$ cat src/core/gldc_pkg.sv
/*
 * Shared constants and types of the guard-lock diagnostic controller:
 * register map, field positions, reset values, flash codes, timing figures.
 * Assumes a 125 MHz system clock and an AXI4-Lite register bus.
 */
package gldc_pkg;

  // ---------------------------------------------------------------
  // Timing
  // ---------------------------------------------------------------
  localparam longint unsigned CLK_HZ = 125_000_000;
  localparam longint unsigned WARN_MIN = 30;
  localparam longint unsigned WARN_CYCLES = WARN_MIN * 60 * CLK_HZ;
  localparam longint unsigned YEL_HZ = 3;
  localparam longint unsigned YEL_HALF_CYCLES = CLK_HZ / (2 * YEL_HZ);
  localparam longint unsigned SLOT_MS = 200;
  localparam longint unsigned SLOT_CYCLES = CLK_HZ / 1000 * SLOT_MS;
  localparam logic [4:0] PAUSE_SLOTS = 5'h04;
  localparam int WARN_CNT_W = 40;

  // ---------------------------------------------------------------
  // Register map
  // ---------------------------------------------------------------
  localparam logic [7:0] ADDR_CTRL = 8'h00;
  localparam logic [7:0] ADDR_STATUS = 8'h04;
  localparam logic [31:0] CTRL_RST = 32'h0000_0000;
  localparam int CTRL_LAMP_BIT = 0;
  localparam int STS_STATE_LSB = 0;
  localparam int STS_CODE_LSB = 4;
  localparam int STS_SAFE_BIT = 8;
  localparam int STS_LOCK_BIT = 9;
  localparam int STS_DIAG_BIT = 10;
  localparam int STS_OPEN_BIT = 11;
  localparam logic [1:0] RESP_OKAY = 2'h0;
  localparam logic [1:0] RESP_SLVERR = 2'h2;

  // ---------------------------------------------------------------
  // Flash codes
  // ---------------------------------------------------------------
  localparam logic [2:0] CODE_NONE = 3'h0;
  localparam logic [2:0] CODE_OUT_A = 3'h1;
  localparam logic [2:0] CODE_OUT_B = 3'h2;
  localparam logic [2:0] CODE_CROSS = 3'h3;
  localparam logic [2:0] CODE_TEMP = 3'h4;
  localparam logic [2:0] CODE_ACT = 3'h5;
  localparam logic [2:0] CODE_COMB = 3'h6;
  localparam logic [2:0] CODE_INTERNAL = 3'h7;

  // ---------------------------------------------------------------
  // Types
  // ---------------------------------------------------------------
  typedef enum logic [2:0] {
    ST_RUN = 3'b001,
    ST_WARN = 3'b010,
    ST_FAIL = 3'b100
  } gldc_state_e;

  typedef struct packed {
    logic ready;
    logic guard_closed;
    logic act_detect;
    logic act_near;
    logic lock_target;
    logic lock_cond;
    logic flt_out_a;
    logic flt_out_b;
    logic flt_cross;
    logic flt_temp;
    logic err_act;
    logic err_comb;
    logic err_internal;
  } gldc_pins_s;

  localparam int PIN_W = $bits(gldc_pins_s);

  typedef struct packed {
    logic safe_out_a;
    logic safe_out_b;
    logic lock_path_out;
    logic lock_path_out_n;
    logic diag_out;
    logic led_green;
    logic led_yellow;
    logic led_red;
  } gldc_outs_s;

  typedef struct packed {
    logic [PIN_W-1:0] sync1;
    logic [PIN_W-1:0] sync2;
    logic [PIN_W-1:0] sync3;
    logic [PIN_W-1:0] filt;
    gldc_state_e state;
    logic [2:0] code;
    logic seen_open;
    logic [WARN_CNT_W-1:0] warn_cnt;
    logic [31:0] slot_cnt;
    logic [4:0] pos;
    logic [31:0] yel_cnt;
    logic yel_ph;
    gldc_outs_s outs;
    logic [31:0] ctrl;
    logic aw_got;
    logic [7:0] awaddr;
    logic w_got;
    logic [31:0] wdata;
    logic [3:0] wstrb;
    logic awready;
    logic wready;
    logic bvalid;
    logic [1:0] bresp;
    logic arready;
    logic rvalid;
    logic [31:0] rdata;
    logic [1:0] rresp;
  } gldc_regs_s;

endpackage

$ cat src/core/gldc_top.sv
/*
 * Guard-lock diagnostic controller: enabling paths, diagnostic output,
 * LED flash codes, warning timer and failure latch, plus an AXI4-Lite
 * register slave. Pin inputs are asynchronous; the AXI master shares aclk.
 */
`timescale 1ns/1ps

module gldc_top #(
  parameter longint unsigned WARN_CYC = gldc_pkg::WARN_CYCLES,
  parameter longint unsigned SLOT_CYC = gldc_pkg::SLOT_CYCLES,
  parameter longint unsigned YEL_HALF = gldc_pkg::YEL_HALF_CYCLES
) (
  // Clock and reset
  input wire logic aclk,
  input wire logic aresetn,
  // Sensor and fault pins
  input wire gldc_pkg::gldc_pins_s pins,
  // Outputs and indicators
  output gldc_pkg::gldc_outs_s outs,
  // AXI4-Lite write
  input wire logic [7:0] s_axi_awaddr,
  input wire logic s_axi_awvalid,
  output logic s_axi_awready,
  input wire logic [31:0] s_axi_wdata,
  input wire logic [3:0] s_axi_wstrb,
  input wire logic s_axi_wvalid,
  output logic s_axi_wready,
  output logic [1:0] s_axi_bresp,
  output logic s_axi_bvalid,
  input wire logic s_axi_bready,
  // AXI4-Lite read
  input wire logic [7:0] s_axi_araddr,
  input wire logic s_axi_arvalid,
  output logic s_axi_arready,
  output logic [31:0] s_axi_rdata,
  output logic [1:0] s_axi_rresp,
  output logic s_axi_rvalid,
  input wire logic s_axi_rready
);

  // Refuse timing figures that the counters cannot hold
  if (WARN_CYC < 2 || WARN_CYC >= (64'h1 << gldc_pkg::WARN_CNT_W) ||
      SLOT_CYC < 1 || SLOT_CYC > 64'hffff_ffff ||
      YEL_HALF < 1 || YEL_HALF > 64'hffff_ffff) begin : g_bad_timing
    $error("gldc_top: timing parameter out of range");
  end

  localparam logic [gldc_pkg::WARN_CNT_W-1:0] WARN_LAST =
    gldc_pkg::WARN_CNT_W'(WARN_CYC - 1);
  localparam logic [31:0] SLOT_LAST = 32'(SLOT_CYC - 1);
  localparam logic [31:0] YEL_LAST = 32'(YEL_HALF - 1);

  gldc_pkg::gldc_regs_s st_ff;
  gldc_pkg::gldc_regs_s nxt_st;
  gldc_pkg::gldc_pins_s p;
  logic locked;
  logic [2:0] imm_code;
  logic [2:0] warn_code;
  logic red_flash;
  logic [4:0] group_len;

  // ---------------------------------------------------------------
  // Decoded pin conditions
  // ---------------------------------------------------------------
  always_comb begin
    p = gldc_pkg::gldc_pins_s'(st_ff.filt);
    locked = p.act_detect & p.lock_target & p.lock_cond;
    if (p.err_internal) begin
      imm_code = gldc_pkg::CODE_INTERNAL;
    end else if (p.err_comb) begin
      imm_code = gldc_pkg::CODE_COMB;
    end else if (p.err_act) begin
      imm_code = gldc_pkg::CODE_ACT;
    end else begin
      imm_code = gldc_pkg::CODE_NONE;
    end
    if (p.flt_cross || (p.flt_out_a && p.flt_out_b)) begin
      warn_code = gldc_pkg::CODE_CROSS;
    end else if (p.flt_temp) begin
      warn_code = gldc_pkg::CODE_TEMP;
    end else if (p.flt_out_a) begin
      warn_code = gldc_pkg::CODE_OUT_A;
    end else if (p.flt_out_b) begin
      warn_code = gldc_pkg::CODE_OUT_B;
    end else begin
      warn_code = gldc_pkg::CODE_NONE;
    end
    group_len = {1'b0, st_ff.code, 1'b0} + gldc_pkg::PAUSE_SLOTS;
    red_flash = (st_ff.pos < {1'b0, st_ff.code, 1'b0}) && !st_ff.pos[0];
  end

  // ---------------------------------------------------------------
  // Next state
  // ---------------------------------------------------------------
  always_comb begin
    nxt_st = st_ff;

    // Three-stage synchroniser; a change counts once stages two and three agree
    nxt_st.sync1 = pins;
    nxt_st.sync2 = st_ff.sync1;
    nxt_st.sync3 = st_ff.sync2;
    nxt_st.filt = (st_ff.filt & (st_ff.sync2 ^ st_ff.sync3)) |
                  (st_ff.sync2 & ~(st_ff.sync2 ^ st_ff.sync3));

    // Flash slot prescaler and pulse-group position
    if (st_ff.slot_cnt == SLOT_LAST) begin
      nxt_st.slot_cnt = 32'h0;
      nxt_st.pos = (st_ff.pos + 5'h01 >= group_len) ? 5'h00 : st_ff.pos + 5'h01;
    end else begin
      nxt_st.slot_cnt = st_ff.slot_cnt + 32'h1;
    end
    if (st_ff.yel_cnt == YEL_LAST) begin
      nxt_st.yel_cnt = 32'h0;
      nxt_st.yel_ph = !st_ff.yel_ph;
    end else begin
      nxt_st.yel_cnt = st_ff.yel_cnt + 32'h1;
    end

    // Failure handling
    unique case (st_ff.state)
      gldc_pkg::ST_RUN: begin
        nxt_st.warn_cnt = '0;
        if (imm_code != gldc_pkg::CODE_NONE) begin
          nxt_st.state = gldc_pkg::ST_FAIL;
          nxt_st.code = imm_code;
          nxt_st.seen_open = 1'b0;
        end else if (warn_code != gldc_pkg::CODE_NONE) begin
          nxt_st.state = gldc_pkg::ST_WARN;
          nxt_st.code = warn_code;
        end
      end
      gldc_pkg::ST_WARN: begin
        if (imm_code != gldc_pkg::CODE_NONE) begin
          nxt_st.state = gldc_pkg::ST_FAIL;
          nxt_st.code = imm_code;
          nxt_st.seen_open = 1'b0;
        end else if (warn_code == gldc_pkg::CODE_NONE) begin
          nxt_st.state = gldc_pkg::ST_RUN;
          nxt_st.code = gldc_pkg::CODE_NONE;
        end else if (st_ff.warn_cnt == WARN_LAST) begin
          nxt_st.state = gldc_pkg::ST_FAIL;
          nxt_st.code = warn_code;
          nxt_st.seen_open = 1'b0;
        end else begin
          nxt_st.code = warn_code;
          nxt_st.warn_cnt = st_ff.warn_cnt + 1'b1;
        end
      end
      gldc_pkg::ST_FAIL: begin
        nxt_st.warn_cnt = '0;
        if (!p.guard_closed) begin
          nxt_st.seen_open = 1'b1;
        end
        if (st_ff.seen_open && p.guard_closed && locked &&
            imm_code == gldc_pkg::CODE_NONE && warn_code == gldc_pkg::CODE_NONE) begin
          nxt_st.state = gldc_pkg::ST_RUN;
          nxt_st.code = gldc_pkg::CODE_NONE;
          nxt_st.seen_open = 1'b0;
        end
      end
    endcase

    // Outputs, taken from the state being entered
    nxt_st.outs.safe_out_a = (p.act_detect | p.guard_closed) &&
                             nxt_st.state != gldc_pkg::ST_FAIL;
    nxt_st.outs.safe_out_b = nxt_st.outs.safe_out_a;
    nxt_st.outs.lock_path_out = (nxt_st.state == gldc_pkg::ST_FAIL) | locked;
    nxt_st.outs.lock_path_out_n = !nxt_st.outs.lock_path_out;
    nxt_st.outs.diag_out = p.guard_closed && p.act_detect &&
                           nxt_st.state == gldc_pkg::ST_RUN;
    if (nxt_st.state == gldc_pkg::ST_FAIL || !p.guard_closed) begin
      nxt_st.outs.led_yellow = 1'b0;
    end else if (locked && !p.act_near) begin
      nxt_st.outs.led_yellow = 1'b1;
    end else begin
      nxt_st.outs.led_yellow = st_ff.yel_ph;
    end
    if (nxt_st.code == gldc_pkg::CODE_INTERNAL) begin
      nxt_st.outs.led_red = 1'b1;
    end else if (nxt_st.code != gldc_pkg::CODE_NONE) begin
      nxt_st.outs.led_red = red_flash;
    end else begin
      nxt_st.outs.led_red = 1'b0;
    end
    nxt_st.outs.led_green = p.ready;
    if (st_ff.ctrl[gldc_pkg::CTRL_LAMP_BIT]) begin
      nxt_st.outs.led_green = 1'b1;
      nxt_st.outs.led_yellow = 1'b1;
      nxt_st.outs.led_red = 1'b1;
    end

    // AXI4-Lite write: address and data in either order, then response
    if (s_axi_awvalid && st_ff.awready) begin
      nxt_st.aw_got = 1'b1;
      nxt_st.awaddr = s_axi_awaddr;
    end
    if (s_axi_wvalid && st_ff.wready) begin
      nxt_st.w_got = 1'b1;
      nxt_st.wdata = s_axi_wdata;
      nxt_st.wstrb = s_axi_wstrb;
    end
    if (st_ff.bvalid && s_axi_bready) begin
      nxt_st.bvalid = 1'b0;
    end
    if (st_ff.aw_got && st_ff.w_got && !st_ff.bvalid) begin
      nxt_st.aw_got = 1'b0;
      nxt_st.w_got = 1'b0;
      nxt_st.bvalid = 1'b1;
      nxt_st.bresp = gldc_pkg::RESP_OKAY;
      if (st_ff.awaddr[7:2] == gldc_pkg::ADDR_CTRL[7:2]) begin
        for (int i = 0; i < 4; i++) begin
          if (st_ff.wstrb[i]) begin
            nxt_st.ctrl[i*8 +: 8] = st_ff.wdata[i*8 +: 8];
          end
        end
      end else if (st_ff.awaddr[7:2] != gldc_pkg::ADDR_STATUS[7:2]) begin
        nxt_st.bresp = gldc_pkg::RESP_SLVERR;
      end
    end
    nxt_st.awready = !nxt_st.aw_got && !nxt_st.bvalid;
    nxt_st.wready = !nxt_st.w_got && !nxt_st.bvalid;

    // AXI4-Lite read
    if (st_ff.rvalid && s_axi_rready) begin
      nxt_st.rvalid = 1'b0;
    end
    if (s_axi_arvalid && st_ff.arready) begin
      nxt_st.rvalid = 1'b1;
      nxt_st.rresp = gldc_pkg::RESP_OKAY;
      nxt_st.rdata = 32'h0;
      if (s_axi_araddr[7:2] == gldc_pkg::ADDR_CTRL[7:2]) begin
        nxt_st.rdata = st_ff.ctrl;
      end else if (s_axi_araddr[7:2] == gldc_pkg::ADDR_STATUS[7:2]) begin
        nxt_st.rdata[gldc_pkg::STS_STATE_LSB +: 3] = st_ff.state;
        nxt_st.rdata[gldc_pkg::STS_CODE_LSB +: 3] = st_ff.code;
        nxt_st.rdata[gldc_pkg::STS_SAFE_BIT] = st_ff.outs.safe_out_a;
        nxt_st.rdata[gldc_pkg::STS_LOCK_BIT] = st_ff.outs.lock_path_out;
        nxt_st.rdata[gldc_pkg::STS_DIAG_BIT] = st_ff.outs.diag_out;
        nxt_st.rdata[gldc_pkg::STS_OPEN_BIT] = st_ff.seen_open;
      end else begin
        nxt_st.rresp = gldc_pkg::RESP_SLVERR;
      end
    end
    nxt_st.arready = !nxt_st.rvalid;
  end

  // ---------------------------------------------------------------
  // State register
  // ---------------------------------------------------------------
  always_ff @(posedge aclk) begin
    if (!aresetn) begin
      st_ff <= '0;
      st_ff.state <= gldc_pkg::ST_RUN;
      st_ff.ctrl <= gldc_pkg::CTRL_RST;
      st_ff.outs.lock_path_out_n <= 1'b1;
      st_ff.awready <= 1'b1;
      st_ff.wready <= 1'b1;
      st_ff.arready <= 1'b1;
    end else begin
      st_ff <= nxt_st;
    end
  end

  assign outs = st_ff.outs;
  assign s_axi_awready = st_ff.awready;
  assign s_axi_wready = st_ff.wready;
  assign s_axi_bvalid = st_ff.bvalid;
  assign s_axi_bresp = st_ff.bresp;
  assign s_axi_arready = st_ff.arready;
  assign s_axi_rvalid = st_ff.rvalid;
  assign s_axi_rdata = st_ff.rdata;
  assign s_axi_rresp = st_ff.rresp;
endmodule // gldc_top

$ cat config.mk
export PLATFORM = sky130hd
export DESIGN_NAME = gldc_top
export DESIGN_NICKNAME = d
export VERILOG_FILES = /design/src/core/gldc_pkg.sv /design/src/core/gldc_top.sv
export SDC_FILE = /design/constraint.sdc
export NUM_CORES = 1
export LEC_CHECK = 0
export BUFFER_PORTS_ARGS = -buffer_cell sky130_fd_sc_hd__buf_2
export CAP_MARGIN = 5
export CORE_MARGIN = 5
export CORE_UTILIZATION = 46
export CTS_CLUSTER_SIZE = 12
export DETAILED_ROUTE_END_ITERATION = 8
export PLACE_DENSITY = 0.75
export REMOVE_ABC_BUFFERS = 1
export SLEW_MARGIN = 20
export SYNTH_ARGS = -nofsm -noshare
export SYNTH_HDL_FRONTEND = slang
export SYNTH_SLANG_ARGS = --single-unit
$ cat constraint.sdc
create_clock -name aclk -period 1.9 [get_ports aclk]
set_input_delay 0.38 -clock aclk [delete_from_list [all_inputs] [get_ports aclk]]
set_output_delay 0.38 -clock aclk [all_outputs]
set_load 0.02 [all_outputs]
==> run_results.csv, run 1 <==
group,metric,value,unit
status,status,"complete, but fails checks",
status,violations,"setup timing",
setup_path,critPathArrivalTime,2.50,ns
setup_path,r2r_cells,9,
global_route,grt_pass1_vias,9761,
sta,fin_worst_skew,0.0293,ns
setup_path,timing.rr.end,"st_ff[237]$_SDFFE_PN0P_",
cts,clk_pin_slew,0.06,ns
sta,slew_violations,0,
route,wl_per_cell,14.4,um
synthesis,netlist_area,11900,um2
setup_path,crit_family,"simple AND/OR/NAND/NOR gates",
sta,slew_headroom,66.4,%
synthesis,yosysTopAreaCell,"dfxtp_1",
pwr,power.ir.vdd_worst,0.714,mV
floorplanning,die_h,171,um
cts,tritoncts,"built",
run,maxCapViolations,0,
placed_design,gp_routability_congestion,0.854,
global_route,grt_max_degree,42,
setup_path,start_kind,"flop",
min_path,min_to,"nxt_st[280]$_SDFF_PN0_",
pwr,total_power,12.3,mW
synthesis,syn_area_per_cell,8.61,um2
cts,ctsRootBufferMaster,"clkbuf_16",
setup_path,cp.depth,9,
setup_path,crit_fanout,5,
sta,holdWs,0.0183,ns
floorplanning,fp.dieW,171,um
layout,final_cells,1926,
placed_design,placedCellCount,1868,
setup_path,slowest_delay,0.33,ns
route,routed_wl,27700,um
setup_path,cp_num_buf_inv,3,
floorplanning,initial_core_util,47.0,%
sta,hold_violations,0,
synthesis,synth-main-ff-cell,"dfxtp_1",
placed_design,hpwl,18500,um
floorplanning,rows,58,
cts,h-tree-depth,1,
synthesis,synth_edf_count,0,
synthesis,yosysWarnings,0,
cts,clk_latency,0.57,ns
global_route,overflow,0,
placed_design,place_area,13500,um2
global_route,antenna_found_initial,0,
sta,timing.final.crit_period,2.04,ns
floorplanning,ioPinCount,121,
sta,tns,-3.54,ns
synthesis,seq_area_frac_synth,48.9,%
floorplanning,dieArea,29200,um2
floorplanning,core-area,25300,um2
setup_path,timing.critical_path.mode_cell,"buf_4",
global_route,grt_pass1_wl,45100,um
cts,cts_buffers,30,
route,drt_iter0_markers,563,
sta,setup_viol,43,
synthesis,synthArstFlopShare,0,%
route,ant_nets,0,
synthesis,synth-seq-cells,291,
synthesis,synthCells,1382,
sta,rsz0062_at_grt,"true",
sta,clock.fmax,489,MHz
route,vias_per_cell,5.27,
cts,cts.sink_count,291,
pwr,power_density,816,nW/um2
min_path,hold_start,"pins[10]",
sta,timing.final.crit_share,108,%
layout,area_growth,26.6,%
synthesis,synthTopCellsByArea,"dfxtp_1 49%, nand2_1 5.9%, a21oi_1 4.8%",
setup_path,path_class,"flop to flop",
setup_path,required,2.36,ns
pwr,p_leak,6.03,nW
route,drtPass1Iterations,5,
layout,layout-drive-gt1-share,26.6,%
synthesis,synth_top_area_share,48.9,%
placed_design,port-buffer-count,114,
layout,final_cell_area,15100,um2
min_path,hold_class,"input port to flop",
layout,nNetsFinal,1665,
synthesis,yosysUniqueCellTypes,59,
setup_path,endpoint_kind,"flop",
layout,finish.utilization,59.5,%
route,drc,0,
global_route,grtUsageTotal,18.0,%
sta,max_slew.worst_pin.slew,0.503,ns
setup_path,r2r_start,"st_ff[223]$_SDFFE_PN0P_",
cts,clockBufferDepth,3,
setup_path,rrSetupSlack,-0.14,ns
route,via_count,10100,
placed_design,place_ws,-0.290,ns
setup_path,cp_cell_sequence,"nor4b_4 > nand4_1 > buf_4 > nor4_4 > buf_6 > buf_4 > a21oi_4 > o21a_1 > o211a_1",
min_path,hold_depth,2,
sta,layout_setup_ws,-0.144,ns
setup_path,critPathSlowestCell,"dfxtp_2",
layout,antenna_cells,0,
## Yosys cell counts, types with 2 or more instances
master / number
nor3b_1: 4
a31oi_1: 7
mux2i_1: 2
nand4_2: 3
a21oi_1: 115
o21a_1: 3
dfxtp_1: 291
o31ai_1: 3
a41o_1: 5
and2_1: 48
buf_2: 3
and4b_1: 2
nor4b_2: 2
nor4_2: 2
or4_1: 9
or3_1: 18
o22ai_1: 2
and3b_1: 3
and4_1: 11
xnor2_1: 35
and3_1: 26
buf_1: 5
o21ai_0: 41
nand4_1: 21
nor2_1: 149
xor2_1: 43
nand3_1: 74
a22oi_1: 32
mux2_2: 9
nor4_1: 16
nand2_1: 188
nor4b_1: 7
clkbuf_1: 59
ha_1: 12
a21o_1: 3
inv_1: 32
a311oi_1: 2
buf_4: 45
nor3_1: 15
o211ai_1: 4
nor2b_1: 3
o2bb2ai_1: 2
nand2b_1: 10
## layout by cell type (no fill, tap or decap), drive strengths merged, types with 3 or more instances in the layout
cell type,n
a21o,3
a21oi,115
a22oi,32
a31oi,7
a41o,5
and2,48
and3,26
and3b,3
and4,11
buf,275
clkbuf,42
clkinv,6
dfxtp,291
dlygate4sd3,3
ha,12
inv,32
mux2,9
nand2,188
nand2b,10
nand3,74
nand4,24
nor2,150
nor2b,3
nor3,16
nor3b,4
nor4,19
nor4b,9
o211ai,4
o21a,3
o21ai,41
o31ai,3
or3,18
or4,9
xnor2,35
xor2,43
## report_power, final
part           internal, mW  total (mW)  switching, mW
registers              6.23        6.32         0.0879
clock network          3.03        5.36           2.33
logic                 0.253       0.611          0.358
total                  9.52        12.3           2.77
## sequential cells by signal (all words and copies together), names as in the netlist, 7 cells and up, named ones only
| signal | flops |
|---|---|
| st_ff | 206 |
| outs | 7 |
| s_axi_rdata | 32 |
| nxt_st | 26 |
## worst max-delay path by stage
stage	start	endpoint
floorplan	st_ff[81]$_SDFFE_PN0P_	st_ff[100]$_SDFFE_PN0P_
global placement	st_ff[215]$_SDFFE_PN0P_	st_ff[229]$_SDFFE_PN0P_
detailed placement	st_ff[215]$_SDFFE_PN0P_	st_ff[229]$_SDFFE_PN0P_
CTS	st_ff[225]$_SDFFE_PN0P_	outs[1]$_SDFF_PN0_
global route	st_ff[223]$_SDFFE_PN0P_	outs[5]$_SDFF_PN0_
finish	st_ff[223]$_SDFFE_PN0P_	st_ff[237]$_SDFFE_PN0P_
## final cells by class
| class | count | area (um2) |
|---|---|---|
| Timing Repair Buffer | 279 | 1930 |
| Fill cell | 2086 | 10300 |
| Sequential cell | 291 | 5840 |
| Clock inverter | 6 | 58.8 |
| Tap cell | 330 | 413 |
| Clock buffer | 41 | 832 |
| Inverter | 32 | 125 |
| Multi-Input combinational cell | 947 | 5870 |
## metal layers
metal / vias up / wire length (um) / track usage, % / part of all wire [%]
met5: - / 0 / 0 / 0
met4: 0 / 680 / 5.41 / 2.5
met3: 48 / 1360 / 3.33 / 4.9
met2: 209 / 13400 / 30.2 / 48
met1: 4810 / 12300 / 23.7 / 44
li1: 5081 / - / - / -
## worst register-to-register path: stages (launching register included)
cell     delay, ns
dfxtp_2       0.33
nor4b_4       0.28
nand4_1       0.19
buf_4         0.19
nor4_4        0.27
buf_6         0.16
buf_4         0.12
a21oi_4       0.06
o21a_1        0.17
o211a_1       0.20
## kinds of logic (layout without fill, tap and decap cells)
group	Yosys count	in the layout	share of synthesized area, %
mux	11	11	1.02
other cells	1	2	0.0315
fa+ha+maj	12	12	1.26
simple gates	616	616	25.6
xor+xnor	78	78	5.74
compound gates	228	228	11.3
buf+inv	145	358	6.09
flops	291	291	48.9
## what timing repair did
| action | 4_1_cts | 5_1_grt |
|---|---|---|
| endpoints found under the setup margin | 119 | 150 |
| resized for setup | 46 | 78 |
| hold endpoints to repair | 3 | 0 |
| cloned | 0 | 1 |
| pin swaps | 36 | 35 |
| buffers inserted | 2 | 6 |
| hold buffers | 3 | 0 |
(Power assumes the default switching activity.)
==> run 2: changes to the inputs <==
--- a/config.mk
+++ b/config.mk
@@ -11,8 +11,9 @@
 export CORE_UTILIZATION = 46
 export CTS_CLUSTER_SIZE = 12
 export DETAILED_ROUTE_END_ITERATION = 8
-export PLACE_DENSITY = 0.75
+export PLACE_DENSITY = 0.67
 export REMOVE_ABC_BUFFERS = 1
+export SKIP_CTS_REPAIR_TIMING = 1
 export SLEW_MARGIN = 20
 export SYNTH_ARGS = -nofsm -noshare
 export SYNTH_HDL_FRONTEND = slang
==> run 2 against run 1 <==
The run still ends with setup timing left. Combinational power is essentially flat. Routed wire length is 1.2% higher. Die area unchanged. Sequential power hardly changed. Sequential share of layout area fell by 0.45 points. Sequential cell count stayed put. Count of clock-buffer cells in the layout grew 6. Fmax shrank 4.7%. Utilization increased by 0.76 points.
==> run_results.csv, run 2 (same netlist as run 1, synthesis figures left out) <==
group,metric,value,unit
setup_path,critPathArrivalTime,2.65,ns
route,drtPass1Iterations,4,
floorplanning,fp.dieW,171,um
global_route,grt_pass1_wl,45100,um
sta,slew_violations,0,
global_route,grtUsageTotal,18.1,%
setup_path,crit_fanout,8,
layout,final_cell_area,15300,um2
layout,layout_common_cells,"276 x dfxtp_1, 186 x nand2_1, 151 x buf_4, 148 x nor2_1, 114 x buf_2",
cts,clk_pin_slew,0.06,ns
run,maxCapViolations,0,
placed_design,place_area,13600,um2
cts,tritoncts,"built",
min_path,hold_class,"input port to flop",
sta,hold_violations,0,
setup_path,start_kind,"flop",
cts,cts.sink_count,291,
layout,nNetsFinal,1669,
route,routed_wl,28100,um
layout,largest_reg_flops,206,
route,drc,0,
cts,clockBufferDepth,3,
pwr,power.ir.vdd_worst,0.656,mV
sta,clock.fmax,466,MHz
status,status,"complete, but fails checks",
layout,top_register,"st_ff",
sta,fin_worst_skew,0.0129,ns
layout,area_growth,28.2,%
setup_path,rrSetupSlack,-0.25,ns
placed_design,hpwl,19000,um
layout,finish.utilization,60.2,%
cts,h-tree-depth,1,
floorplanning,initial_core_util,47.0,%
sta,timing.final.crit_period,2.15,ns
sta,slew_headroom,65.8,%
cts,ctsRootBufferMaster,"clkbuf_16",
layout,final_common_cell,"dfxtp_1",
status,violations,"setup timing",
placed_design,port-buffer-count,114,
sta,tns,-6.08,ns
route,drt_iter0_markers,587,
sta,layout_setup_ws,-0.245,ns
layout,n_fill_cell,2172,
global_route,overflow,0,
floorplanning,dieArea,29200,um2
cts,cts_buffers,31,
pwr,p_leak,6.10,nW
setup_path,required,2.40,ns
setup_path,path_class,"flop to flop",
layout,layout-drive-gt1-share,27.6,%
route,ant_nets,0,
cts,clk_latency,0.57,ns
sta,setup_viol,50,
setup_path,endpoint_kind,"flop",
floorplanning,core-area,25300,um2
placed_design,place_ws,-0.273,ns
global_route,antenna_found_initial,1,
route,vias_per_cell,5.20,
global_route,grt_max_degree,48,
pwr,power_density,834,nW/um2
floorplanning,rows,58,
floorplanning,die_h,171,um
global_route,grt_pass1_vias,9572,
route,via_count,10100,
sta,holdWs,0.0236,ns
floorplanning,ioPinCount,121,
placed_design,gp_routability_congestion,0.818,
sta,rsz0062_at_grt,"true",
sta,max_slew.worst_pin.slew,0.508,ns
sta,timing.final.crit_share,113,%
route,wl_per_cell,14.5,um
[run 2: changes by cell type in the layout (fill, tap and decap cells not counted), moves of 4 or more]
cell | previous run | this run
buf_4 | 146 | 151
nor4_4 | 3 | 7
nand2_1 | 180 | 186
nand2_2 | 8 | 2
dfxtp_1 | 283 | 276
dfxtp_2 | 7 | 15
o21ai_2 | 1 | 7
[run 2: cell type report]
type / instances / area, um2 / share of cell area [%]
diodes: 1 / 2.50 / 0.0164
inverters: 32 / 125 / 0.820
well taps: 330 / 413 / 2.71
multi-input cells: 947 / 5910 / 38.7
clock buffers: 47 / 906 / 5.94
clock inverters: 7 / 78.8 / 0.517
flip-flops and latches: 291 / 5840 / 38.3
repair buffers: 282 / 1970 / 12.9
[run 2: final timing paths]
path                                start                 endpoint  depth (start not counted)
hold / removal                    pins[9]   nxt_st[279]$_SDFF_PN0_                          2
setup / recovery  st_ff[220]$_SDFFE_PN0P_  st_ff[225]$_SDFFE_PN0P_                          7
hold reg to reg    nxt_st[272]$_SDFF_PN0_   nxt_st[259]$_SDFF_PN0_                          1
setup reg to reg  st_ff[220]$_SDFFE_PN0P_  st_ff[225]$_SDFFE_PN0P_                          7
[run 2: worst max-delay path, cell delays in order (launching register included)]
cell	delay (ns)
dfxtp_2	0.34
nor4_4	0.28
nand4_1	0.20
or4_4	0.63
nand4_1	0.28
buf_4	0.18
o21ai_2	0.04
a21oi_1	0.13
[run 2: routing by layer]
layer | routed length, um | GRT usage, % | part of all wire (%) | up-vias
met5 | 0 | 0 | 0 | -
met4 | 654 | 4.82 | 2.3 | 0
met3 | 1550 | 4.00 | 5.5 | 45
met2 | 13500 | 30.2 | 48 | 196
met1 | 12400 | 23.9 | 44 | 4720
li1 | - | - | - | 5102
[run 2: metrics by stage]
stage	cells	total power [mW]
6_report	1937	12.7
5_1_grt	1937	13.2
4_1_cts	1923	12.8
3_5_place_dp	1869	7.03
3_3_place_gp	1869	7.02
2_1_floorplan	1270	6.73
[run 2: where the power goes]
part	leakage [nW]	internal (mW)	switching [mW]	total (mW)
combinational	3.25	0.253	0.356	0.610
clock	0.487	3.41	2.38	5.79
sequential	2.37	6.23	0.0877	6.32
total	6.10	9.89	2.83	12.7
